==> src/dbsc_pkg.sv <==
// package for the per-bank command legality tracker
package dbsc_pkg;
    localparam int BANKS = 4;
    localparam int BA_W = 2;
    localparam int CNT_W = 8;
    // timing figures in ps and the cycle counts derived at 4 ns per clock
    localparam int CLK_PERIOD_PS = 4000;
    localparam int PRECHARGE_PERIOD_PS = 15000;
    localparam int ACTIVATE_TO_ACCESS_DELAY_PS = 15000;
    localparam int WRITE_RECOVERY_TIME_PS = 15000;
    localparam int REFRESH_CYCLE_TIME_PS = 75000;
    localparam int BURST_CYCLES_I = 4;
    localparam int WRITE_TO_READ_PS = 8000;
    // least times round up
    localparam logic [CNT_W-1:0] PRECHARGE_PERIOD_CYC =
        CNT_W'((PRECHARGE_PERIOD_PS + CLK_PERIOD_PS - 1) / CLK_PERIOD_PS);
    localparam logic [CNT_W-1:0] ACTIVATE_TO_ACCESS_CYC =
        CNT_W'((ACTIVATE_TO_ACCESS_DELAY_PS + CLK_PERIOD_PS - 1) / CLK_PERIOD_PS);
    localparam logic [CNT_W-1:0] WRITE_RECOVERY_CYC =
        CNT_W'((WRITE_RECOVERY_TIME_PS + CLK_PERIOD_PS - 1) / CLK_PERIOD_PS);
    localparam logic [CNT_W-1:0] REFRESH_CYCLE_CYC =
        CNT_W'((REFRESH_CYCLE_TIME_PS + CLK_PERIOD_PS - 1) / CLK_PERIOD_PS);
    localparam logic [CNT_W-1:0] WRITE_TO_READ_CYC =
        CNT_W'((WRITE_TO_READ_PS + CLK_PERIOD_PS - 1) / CLK_PERIOD_PS);
    localparam logic [CNT_W-1:0] BURST_CYC = CNT_W'(BURST_CYCLES_I);
    localparam logic [CNT_W-1:0] CNT_ZERO = 8'h00;

    typedef enum logic [3:0] {
        DBSC_IDLE = 4'h0,
        DBSC_ACTIVE = 4'h1,
        DBSC_RD_AP = 4'h2,
        DBSC_WR_AP = 4'h3,
        DBSC_PRECHARGING = 4'h4,
        DBSC_ROW_ACTIVATING = 4'h5,
        DBSC_WR_RECOV = 4'h6,
        DBSC_WR_RECOV_AP = 4'h7,
        DBSC_REFRESH = 4'h8
    } dbsc_state_t;

    typedef enum logic [2:0] {
        DBSC_C_NOP = 3'h0,
        DBSC_C_READ = 3'h1,
        DBSC_C_WRITE = 3'h2,
        DBSC_C_ACT = 3'h3,
        DBSC_C_PRE = 3'h4,
        DBSC_C_REF = 3'h5,
        DBSC_C_MRS = 3'h6
    } dbsc_cmd_t;

    // command pins sampled on the rising clock
    typedef struct packed {
        logic cs_n;
        logic ras_n;
        logic cas_n;
        logic we_n;
        logic [BA_W-1:0] bank;
        logic autoprecharge_flag_line;
    } dbsc_cmd_bus_t;

    typedef struct packed {
        dbsc_state_t st;
        logic [CNT_W-1:0] cnt;
        logic [CNT_W-1:0] wtr;
    } dbsc_bank_t;
endpackage

==> src/dbsc_bank_tracker.sv <==
// per-bank state tracker that flags illegal commands
`timescale 1ns/1ps
`default_nettype none

// Operation
// - In read burst with auto-precharge, deselect and nop let the burst finish and read, write, activate, refresh or mode load to that bank are illegal.
// - In write burst with auto-precharge, deselect and nop let the burst finish and every other command to that bank is illegal.
// - In either auto-precharge burst, precharge to that bank is illegal and precharge-all is always illegal.
// - A precharging bank goes idle after the precharge period, treating deselect, nop and further precharges as nop.
// - A row-activating bank goes active after the activate-to-access delay; anything but deselect or nop is illegal meanwhile.
// - After a plain write the bank recovers then goes active; a new write is accepted and a read is illegal before write-to-read time.
// - After refresh the device goes idle only after the refresh cycle time, and any non-nop command meanwhile is illegal.
// - A command illegal for one bank in a transient state may still go to other banks whose state allows it.
module dbsc_bank_tracker
    import dbsc_pkg::*;
(
    input wire logic sys_clk,
    input wire logic nrst,
    input wire dbsc_cmd_bus_t cmd_in,
    output logic illegal_cmd,
    output logic [4*BANKS-1:0] bank_state
);

    typedef struct packed {
        dbsc_bank_t [BANKS-1:0] bank;
        logic illegal;
    } dbsc_regs_t;

    dbsc_regs_t state_reg;
    dbsc_regs_t state_next;

    // strobe decode, used for the bank check and the all-bank refresh check
    function automatic dbsc_cmd_t decode(input dbsc_cmd_bus_t c);
        dbsc_cmd_t r;
        r = DBSC_C_NOP;
        if (!c.cs_n) begin
            case ({c.ras_n, c.cas_n, c.we_n})
                3'h5: r = DBSC_C_READ;
                3'h4: r = DBSC_C_WRITE;
                3'h3: r = DBSC_C_ACT;
                3'h2: r = DBSC_C_PRE;
                3'h1: r = DBSC_C_REF;
                3'h0: r = DBSC_C_MRS;
                default: r = DBSC_C_NOP;
            endcase
        end
        return r;
    endfunction

    dbsc_cmd_t cmd;
    logic pre_all;
    logic all_idle;
    logic refreshing;

    assign cmd = decode(cmd_in);
    assign pre_all = (cmd == DBSC_C_PRE) && cmd_in.autoprecharge_flag_line;

    // refresh and mode load need every bank idle
    always_comb begin
        all_idle = 1'b1;
        refreshing = 1'b0;
        for (int i = 0; i < BANKS; i++) begin
            if (state_reg.bank[i].st != DBSC_IDLE) begin
                all_idle = 1'b0;
            end
            if (state_reg.bank[i].st == DBSC_REFRESH) begin
                refreshing = 1'b1;
            end
        end
    end

    // one state step per bank; a bank only judges commands aimed at it, except the all-bank ones and any command while it refreshes
    always_comb begin
        state_next = state_reg;
        state_next.illegal = 1'b0;
        for (int i = 0; i < BANKS; i++) begin
            logic hit;
            logic bad;
            logic [CNT_W-1:0] c;
            hit = (cmd_in.bank == BA_W'(i)) || pre_all;
            bad = 1'b0;
            c = state_reg.bank[i].cnt;
            if (c != CNT_ZERO) begin
                c = c - 8'h01;
            end
            state_next.bank[i].cnt = c;
            if (state_reg.bank[i].wtr != CNT_ZERO) begin
                state_next.bank[i].wtr = state_reg.bank[i].wtr - 8'h01;
            end
            case (state_reg.bank[i].st)
                DBSC_IDLE: begin
                    if (refreshing && cmd != DBSC_C_NOP) begin
                        bad = 1'b1;
                    end else if (cmd == DBSC_C_REF) begin
                        state_next.bank[i].st = DBSC_REFRESH;
                        state_next.bank[i].cnt = REFRESH_CYCLE_CYC;
                    end else if (hit && cmd == DBSC_C_ACT) begin
                        state_next.bank[i].st = DBSC_ROW_ACTIVATING;
                        state_next.bank[i].cnt = ACTIVATE_TO_ACCESS_CYC;
                    end else if (hit && (cmd == DBSC_C_READ || cmd == DBSC_C_WRITE)) begin
                        bad = 1'b1;
                    end
                end
                DBSC_ACTIVE: begin
                    if (hit) begin
                        case (cmd)
                            DBSC_C_READ: begin
                                // the count still reads one on the edge where write-to-read is met
                                if (state_reg.bank[i].wtr > 8'h01) begin
                                    bad = 1'b1;
                                end else if (cmd_in.autoprecharge_flag_line) begin
                                    state_next.bank[i].st = DBSC_RD_AP;
                                    state_next.bank[i].cnt = BURST_CYC;
                                end
                            end
                            DBSC_C_WRITE: begin
                                state_next.bank[i].st = cmd_in.autoprecharge_flag_line ? DBSC_WR_AP : DBSC_WR_RECOV;
                                state_next.bank[i].cnt = cmd_in.autoprecharge_flag_line ? BURST_CYC : WRITE_RECOVERY_CYC;
                                state_next.bank[i].wtr = WRITE_TO_READ_CYC;
                            end
                            DBSC_C_PRE: begin
                                state_next.bank[i].st = DBSC_PRECHARGING;
                                state_next.bank[i].cnt = PRECHARGE_PERIOD_CYC;
                            end
                            DBSC_C_ACT: bad = 1'b1;
                            default: bad = 1'b0;
                        endcase
                    end
                    if (cmd == DBSC_C_REF || cmd == DBSC_C_MRS) begin
                        bad = 1'b1;
                    end
                end
                DBSC_RD_AP, DBSC_WR_AP: begin
                    // burst runs on under deselect or nop, then a read precharges and a write recovers before precharging
                    if (cmd == DBSC_C_REF || cmd == DBSC_C_MRS || pre_all) begin
                        bad = 1'b1;
                    end else if (hit && cmd != DBSC_C_NOP) begin
                        bad = 1'b1;
                    end
                    if (c == CNT_ZERO) begin
                        state_next.bank[i].st = (state_reg.bank[i].st == DBSC_WR_AP) ?
                            DBSC_WR_RECOV_AP : DBSC_PRECHARGING;
                        state_next.bank[i].cnt = (state_reg.bank[i].st == DBSC_WR_AP) ?
                            WRITE_RECOVERY_CYC : PRECHARGE_PERIOD_CYC;
                    end
                end
                DBSC_PRECHARGING: begin
                    // a repeated precharge is a nop and does not restart the period
                    if (cmd == DBSC_C_REF || cmd == DBSC_C_MRS ||
                        (hit && (cmd == DBSC_C_READ || cmd == DBSC_C_WRITE || cmd == DBSC_C_ACT))) begin
                        bad = 1'b1;
                    end
                    if (c == CNT_ZERO) begin
                        state_next.bank[i].st = DBSC_IDLE;
                    end
                end
                DBSC_ROW_ACTIVATING: begin
                    if (cmd == DBSC_C_REF || cmd == DBSC_C_MRS || (hit && cmd != DBSC_C_NOP)) begin
                        bad = 1'b1;
                    end
                    if (c == CNT_ZERO) begin
                        state_next.bank[i].st = DBSC_ACTIVE;
                    end
                end
                DBSC_WR_RECOV: begin
                    if (hit && cmd == DBSC_C_WRITE) begin
                        state_next.bank[i].st = cmd_in.autoprecharge_flag_line ? DBSC_WR_AP : DBSC_WR_RECOV;
                        state_next.bank[i].cnt = cmd_in.autoprecharge_flag_line ? BURST_CYC : WRITE_RECOVERY_CYC;
                        state_next.bank[i].wtr = WRITE_TO_READ_CYC;
                    end else if (hit && cmd == DBSC_C_READ && state_reg.bank[i].wtr <= 8'h01) begin
                        // read once write-to-read is met; without auto-precharge the recovery keeps counting
                        if (cmd_in.autoprecharge_flag_line) begin
                            state_next.bank[i].st = DBSC_RD_AP;
                            state_next.bank[i].cnt = BURST_CYC;
                        end else if (c == CNT_ZERO) begin
                            state_next.bank[i].st = DBSC_ACTIVE;
                        end
                    end else begin
                        if (cmd == DBSC_C_REF || cmd == DBSC_C_MRS || (hit && cmd != DBSC_C_NOP)) begin
                            bad = 1'b1;
                        end
                        if (c == CNT_ZERO) begin
                            state_next.bank[i].st = DBSC_ACTIVE;
                        end
                    end
                end
                DBSC_WR_RECOV_AP: begin
                    if (cmd == DBSC_C_REF || cmd == DBSC_C_MRS || (hit && cmd != DBSC_C_NOP)) begin
                        bad = 1'b1;
                    end
                    if (c == CNT_ZERO) begin
                        state_next.bank[i].st = DBSC_PRECHARGING;
                        state_next.bank[i].cnt = PRECHARGE_PERIOD_CYC;
                    end
                end
                DBSC_REFRESH: begin
                    if (cmd != DBSC_C_NOP) begin
                        bad = 1'b1;
                    end
                    if (c == CNT_ZERO) begin
                        state_next.bank[i].st = DBSC_IDLE;
                    end
                end
                default: state_next.bank[i].st = DBSC_IDLE;
            endcase
            // refresh/mode load with any bank busy is flagged by the busy bank
            if ((cmd == DBSC_C_REF || cmd == DBSC_C_MRS) && !all_idle &&
                state_reg.bank[i].st == DBSC_IDLE && !refreshing) begin
                state_next.bank[i].st = DBSC_IDLE;
                state_next.bank[i].cnt = CNT_ZERO;
            end
            if (bad) begin
                state_next.illegal = 1'b1; // illegal commands keep this bank's state, though its counters still run and other banks may take the command
                state_next.bank[i].st = state_reg.bank[i].st;
            end
        end
    end

    always_ff @(posedge sys_clk or negedge nrst) begin
        if (!nrst) begin
            state_reg <= '0;
        end else begin
            state_reg <= state_next;
        end
    end

    // registered outputs
    assign illegal_cmd = state_reg.illegal;
    always_comb begin
        for (int i = 0; i < BANKS; i++) begin
            bank_state[4*i +: 4] = state_reg.bank[i].st;
        end
    end

endmodule
`default_nettype wire

==> config.mk <==
export PLATFORM = sky130hd
export DESIGN_NAME = dbsc_bank_tracker
export DESIGN_NICKNAME = d
export VERILOG_FILES = /design/src/dbsc_pkg.sv /design/src/dbsc_bank_tracker.sv
export SDC_FILE = /design/constraint.sdc
export NUM_CORES = 1
export LEC_CHECK = 0
export ABC_AREA = 1
export ABC_CLOCK_PERIOD_IN_PS = 2100
export BUFFER_PORTS_ARGS = -buffer_cell sky130_fd_sc_hd__buf_4
export CORE_MARGIN = 10
export CORE_UTILIZATION = 30
export DETAILED_ROUTE_END_ITERATION = 12
export HOLD_SLACK_MARGIN = 0.05
export PLACE_DENSITY = 0.57
export REMOVE_ABC_BUFFERS = 1
export SKIP_CTS_REPAIR_TIMING = 1
export SLEW_MARGIN = 0
export SYNTH_ARGS = -nofsm -noshare
export SYNTH_HDL_FRONTEND = slang
export SYNTH_SLANG_ARGS = --single-unit
==> constraint.sdc <==
create_clock -name sys_clk -period 2.1 [get_ports sys_clk]
set_input_delay 0.105 -clock sys_clk [delete_from_list [all_inputs] [get_ports sys_clk]]
set_output_delay 0.105 -clock sys_clk [all_outputs]
set_load 0.1 [all_outputs]
==> impl_metrics.yaml <==
clocking:
  htree_levels: 3
  cts.sinks: 81
  clock_latency_ns: 0.36
  cts_buffers: 9
  cts-root-buf: "clkbuf_16"
  ctsLongestPathBuffers: 2
  path_clk_slew_ns: 0.06
  cts_tree: "built"
worst_hold_path:
  hp-class: "input pin to asynchronous set/reset pin"
logic_synthesis:
  synth_area_leaders: "dfrtp_1 28%, nand2_1 18%, inv_1 9.5%, nor2_1 8.7%, nand3_1 7.8%"
  syn_inst: 1172
  ys_seq_elements: 81
  synth_top_area_share_pct: 28.4
  yosysWarnings: 0
  syn_area_um2: 7130
  seq_area_frac_synth_pct: 28.4
  ys_types: 42
  yosysTopAreaCell: "dfrtp_1"
  synth_top_flop_cell: "dfrtp_1"
  async_flop_share_pct: 100
  syn_area_per_cell_um2: 6.09
  synth-edff-count: 0
global_route:
  grt_pass1_wl_mm: 32.4
  antenna_found_initial: 0
  grt_pass1_vias: 6815
  grt_max_degree: 43
  gr-total-overflow: 0
  track_usage_pct: 12.7
cells_and_area:
  final_util_pct: 37.8
  fin_nets: 1294
  largest_reg_flops: 64
  drive_gt1_share_pct: 20.3
  final_common_cell: "nand2_1"
  final_cell_mix: "331 x nand2_1, 172 x inv_1, 139 x nor2_1"
  area_growth_pct: 24.0
  antenna_cells: 0
critical_path:
  crit_required_ns: 2.38
  r2r_slack_ns: 0.12
  end_kind: "flip-flop"
  crit_arrival_ns: 2.27
  crit_type: "flip-flop to flip-flop"
  start_kind: "flip-flop"
  crit_fanout: 6
routing:
  wire_per_inst_um: 12.4
  ant_nets: 0
  first_pass_iters: 7
  vias: 7371
  drt_iter0_drc: 469
  viasPerCell: 4.64
  routed_wl_mm: 19.7
  drc_errors: 0
timing:
  finClkSkew_ns: 0.0147
  rsz0062_at_grt: "yes"
  finalMaxSlewViolations: 0
  fmax_ghz: 0.504
  tns_ns: 0
  finalCritPeriodShare_pct: 94.5
  maxSlewHeadroom_pct: 62.8
  hold_viol: 0
  period_needed_ns: 1.98
  worst_pin_slew_ns: 0.558
  worst_slack_ns: 0.116
  setup_viol: 0
place:
  io_buffers: 25
  dp_hpwl_mm: 15.5
  pre_cts_slack_ns: -0.0773
  place_congestion: 0.881
floorplan:
  die_width_um: 174
  start_util_pct: 30.5
  die_area_um2: 30300
  ioPinCount: 26
  chipHeight_um: 174
  rows: 56
  core-area_um2: 23400
pwr:
  swShare_pct: 49.2
  power_density_nw_per_um2: 1370
  leakage_nw: 4.76
  clkPwrFrac_pct: 14.3
  ir_drop_v: 0.000425
  seqPwrFrac_pct: 22.4
  p_switching_mw: 5.95
  p_comb_share_pct: 63.3
  totalPowerFinal_mw: 12.1
  internal_power_mw: 6.14
run_status:
  status: "finished clean"
job:
  cap_viol_max_count: 0
## synthesized netlist by cell type (2+ instances only)
cell type,n
a21oi_1,30
a21oi_2,4
a22oi_1,2
a31oi_1,5
and2_1,3
buf_2,3
buf_4,20
dfrtp_1,81
ha_1,19
inv_1,181
inv_2,14
nand2_1,347
nand2_2,10
nand3_1,111
nand3_2,3
nand3b_1,5
nand4_1,26
nor2_1,166
nor2_2,11
nor2_4,5
nor3_1,32
nor3b_1,4
o211ai_1,9
o21ai_0,36
o21ai_1,6
o22ai_1,3
or2_2,3
xnor2_1,3
xor2_1,17
## per-layer routing
metal	track usage [%]	part of all wire, %	wire length [um]	vias to the layer above
met4	4.95	2.2	437	0
met3	1.93	3.2	623	27
met5	0	0	0	-
met1	16.4	48	9390	3341
li1	-	-	-	3871
met2	20.8	47	9220	132
## stage by stage
stage / area (um^2) / hold slack (ns) / std cells
floorplan: 6960 / -0.191 / 1148
CTS: 8440 / -0.247 / 1582
finish: 8840 / 0.268 / 1590
detailed placement: 8120 / 0.128 / 1566
global placement: 8120 / 0.128 / 1566
global route: 8840 / 0.346 / 1590
## cells by family after synthesis
kind of cell / Yosys count / share of synthesized area, %
flip-flops: 81 / 28.4
adder cells (fa/ha/maj): 19 / 3.33
AO/OA/AOI/OAI: 103 / 8.53
XOR/XNOR: 20 / 2.46
buffers and inverters: 219 / 12.7
AND/OR/NAND/NOR: 730 / 44.5
## worst max-delay path: stages, from the launching register on
cell and delay (ns):
dfrtp_1 0.37, nor2_1 0.13, inv_1 0.09, buf_4 0.14, nor2_1 0.08, buf_4 0.15, nand4_1 0.17, nand3_4 0.17
nor2_2 0.07, buf_4 0.14, or2_2 0.26, nor2_1 0.12
## path summary, 6_finish.rpt
path                          startpoint             to  depth (start not counted)
min in group sys_clk           cmd_in[0]  bank_state[8]                          7
max in group asynchronous           nrst  state_reg[69]                          3
min reg2reg                state_reg[42]  state_reg[42]                          2
min                                 nrst  state_reg[34]                          2
max                        bank_state[5]  state_reg[34]                         11
max reg2reg                bank_state[5]  state_reg[34]                         11
## power by group through the flow
stage                     clock network, mW  registers (mW)  logic (mW)
after floorplan                           0            3.01        4.48
after global placement                    0            2.71        6.78
after detailed placement                  0            2.71        6.80
after CTS                              1.77            2.69        6.84
after global routing                   1.83            2.80        8.65
final                                  1.73            2.71        7.65
## cell type report
| type | count | area (um^2) |
|---|---|---|
| fillers | 2526 | 14600 |
| multi-input cells | 873 | 4540 |
| flip-flops and latches | 81 | 2030 |
| repair buffers | 106 | 827 |
| well taps | 319 | 399 |
| clock inverters | 6 | 92.6 |
| clock buffers | 10 | 229 |
| inverters | 195 | 732 |
(Power assumes the default switching activity.)
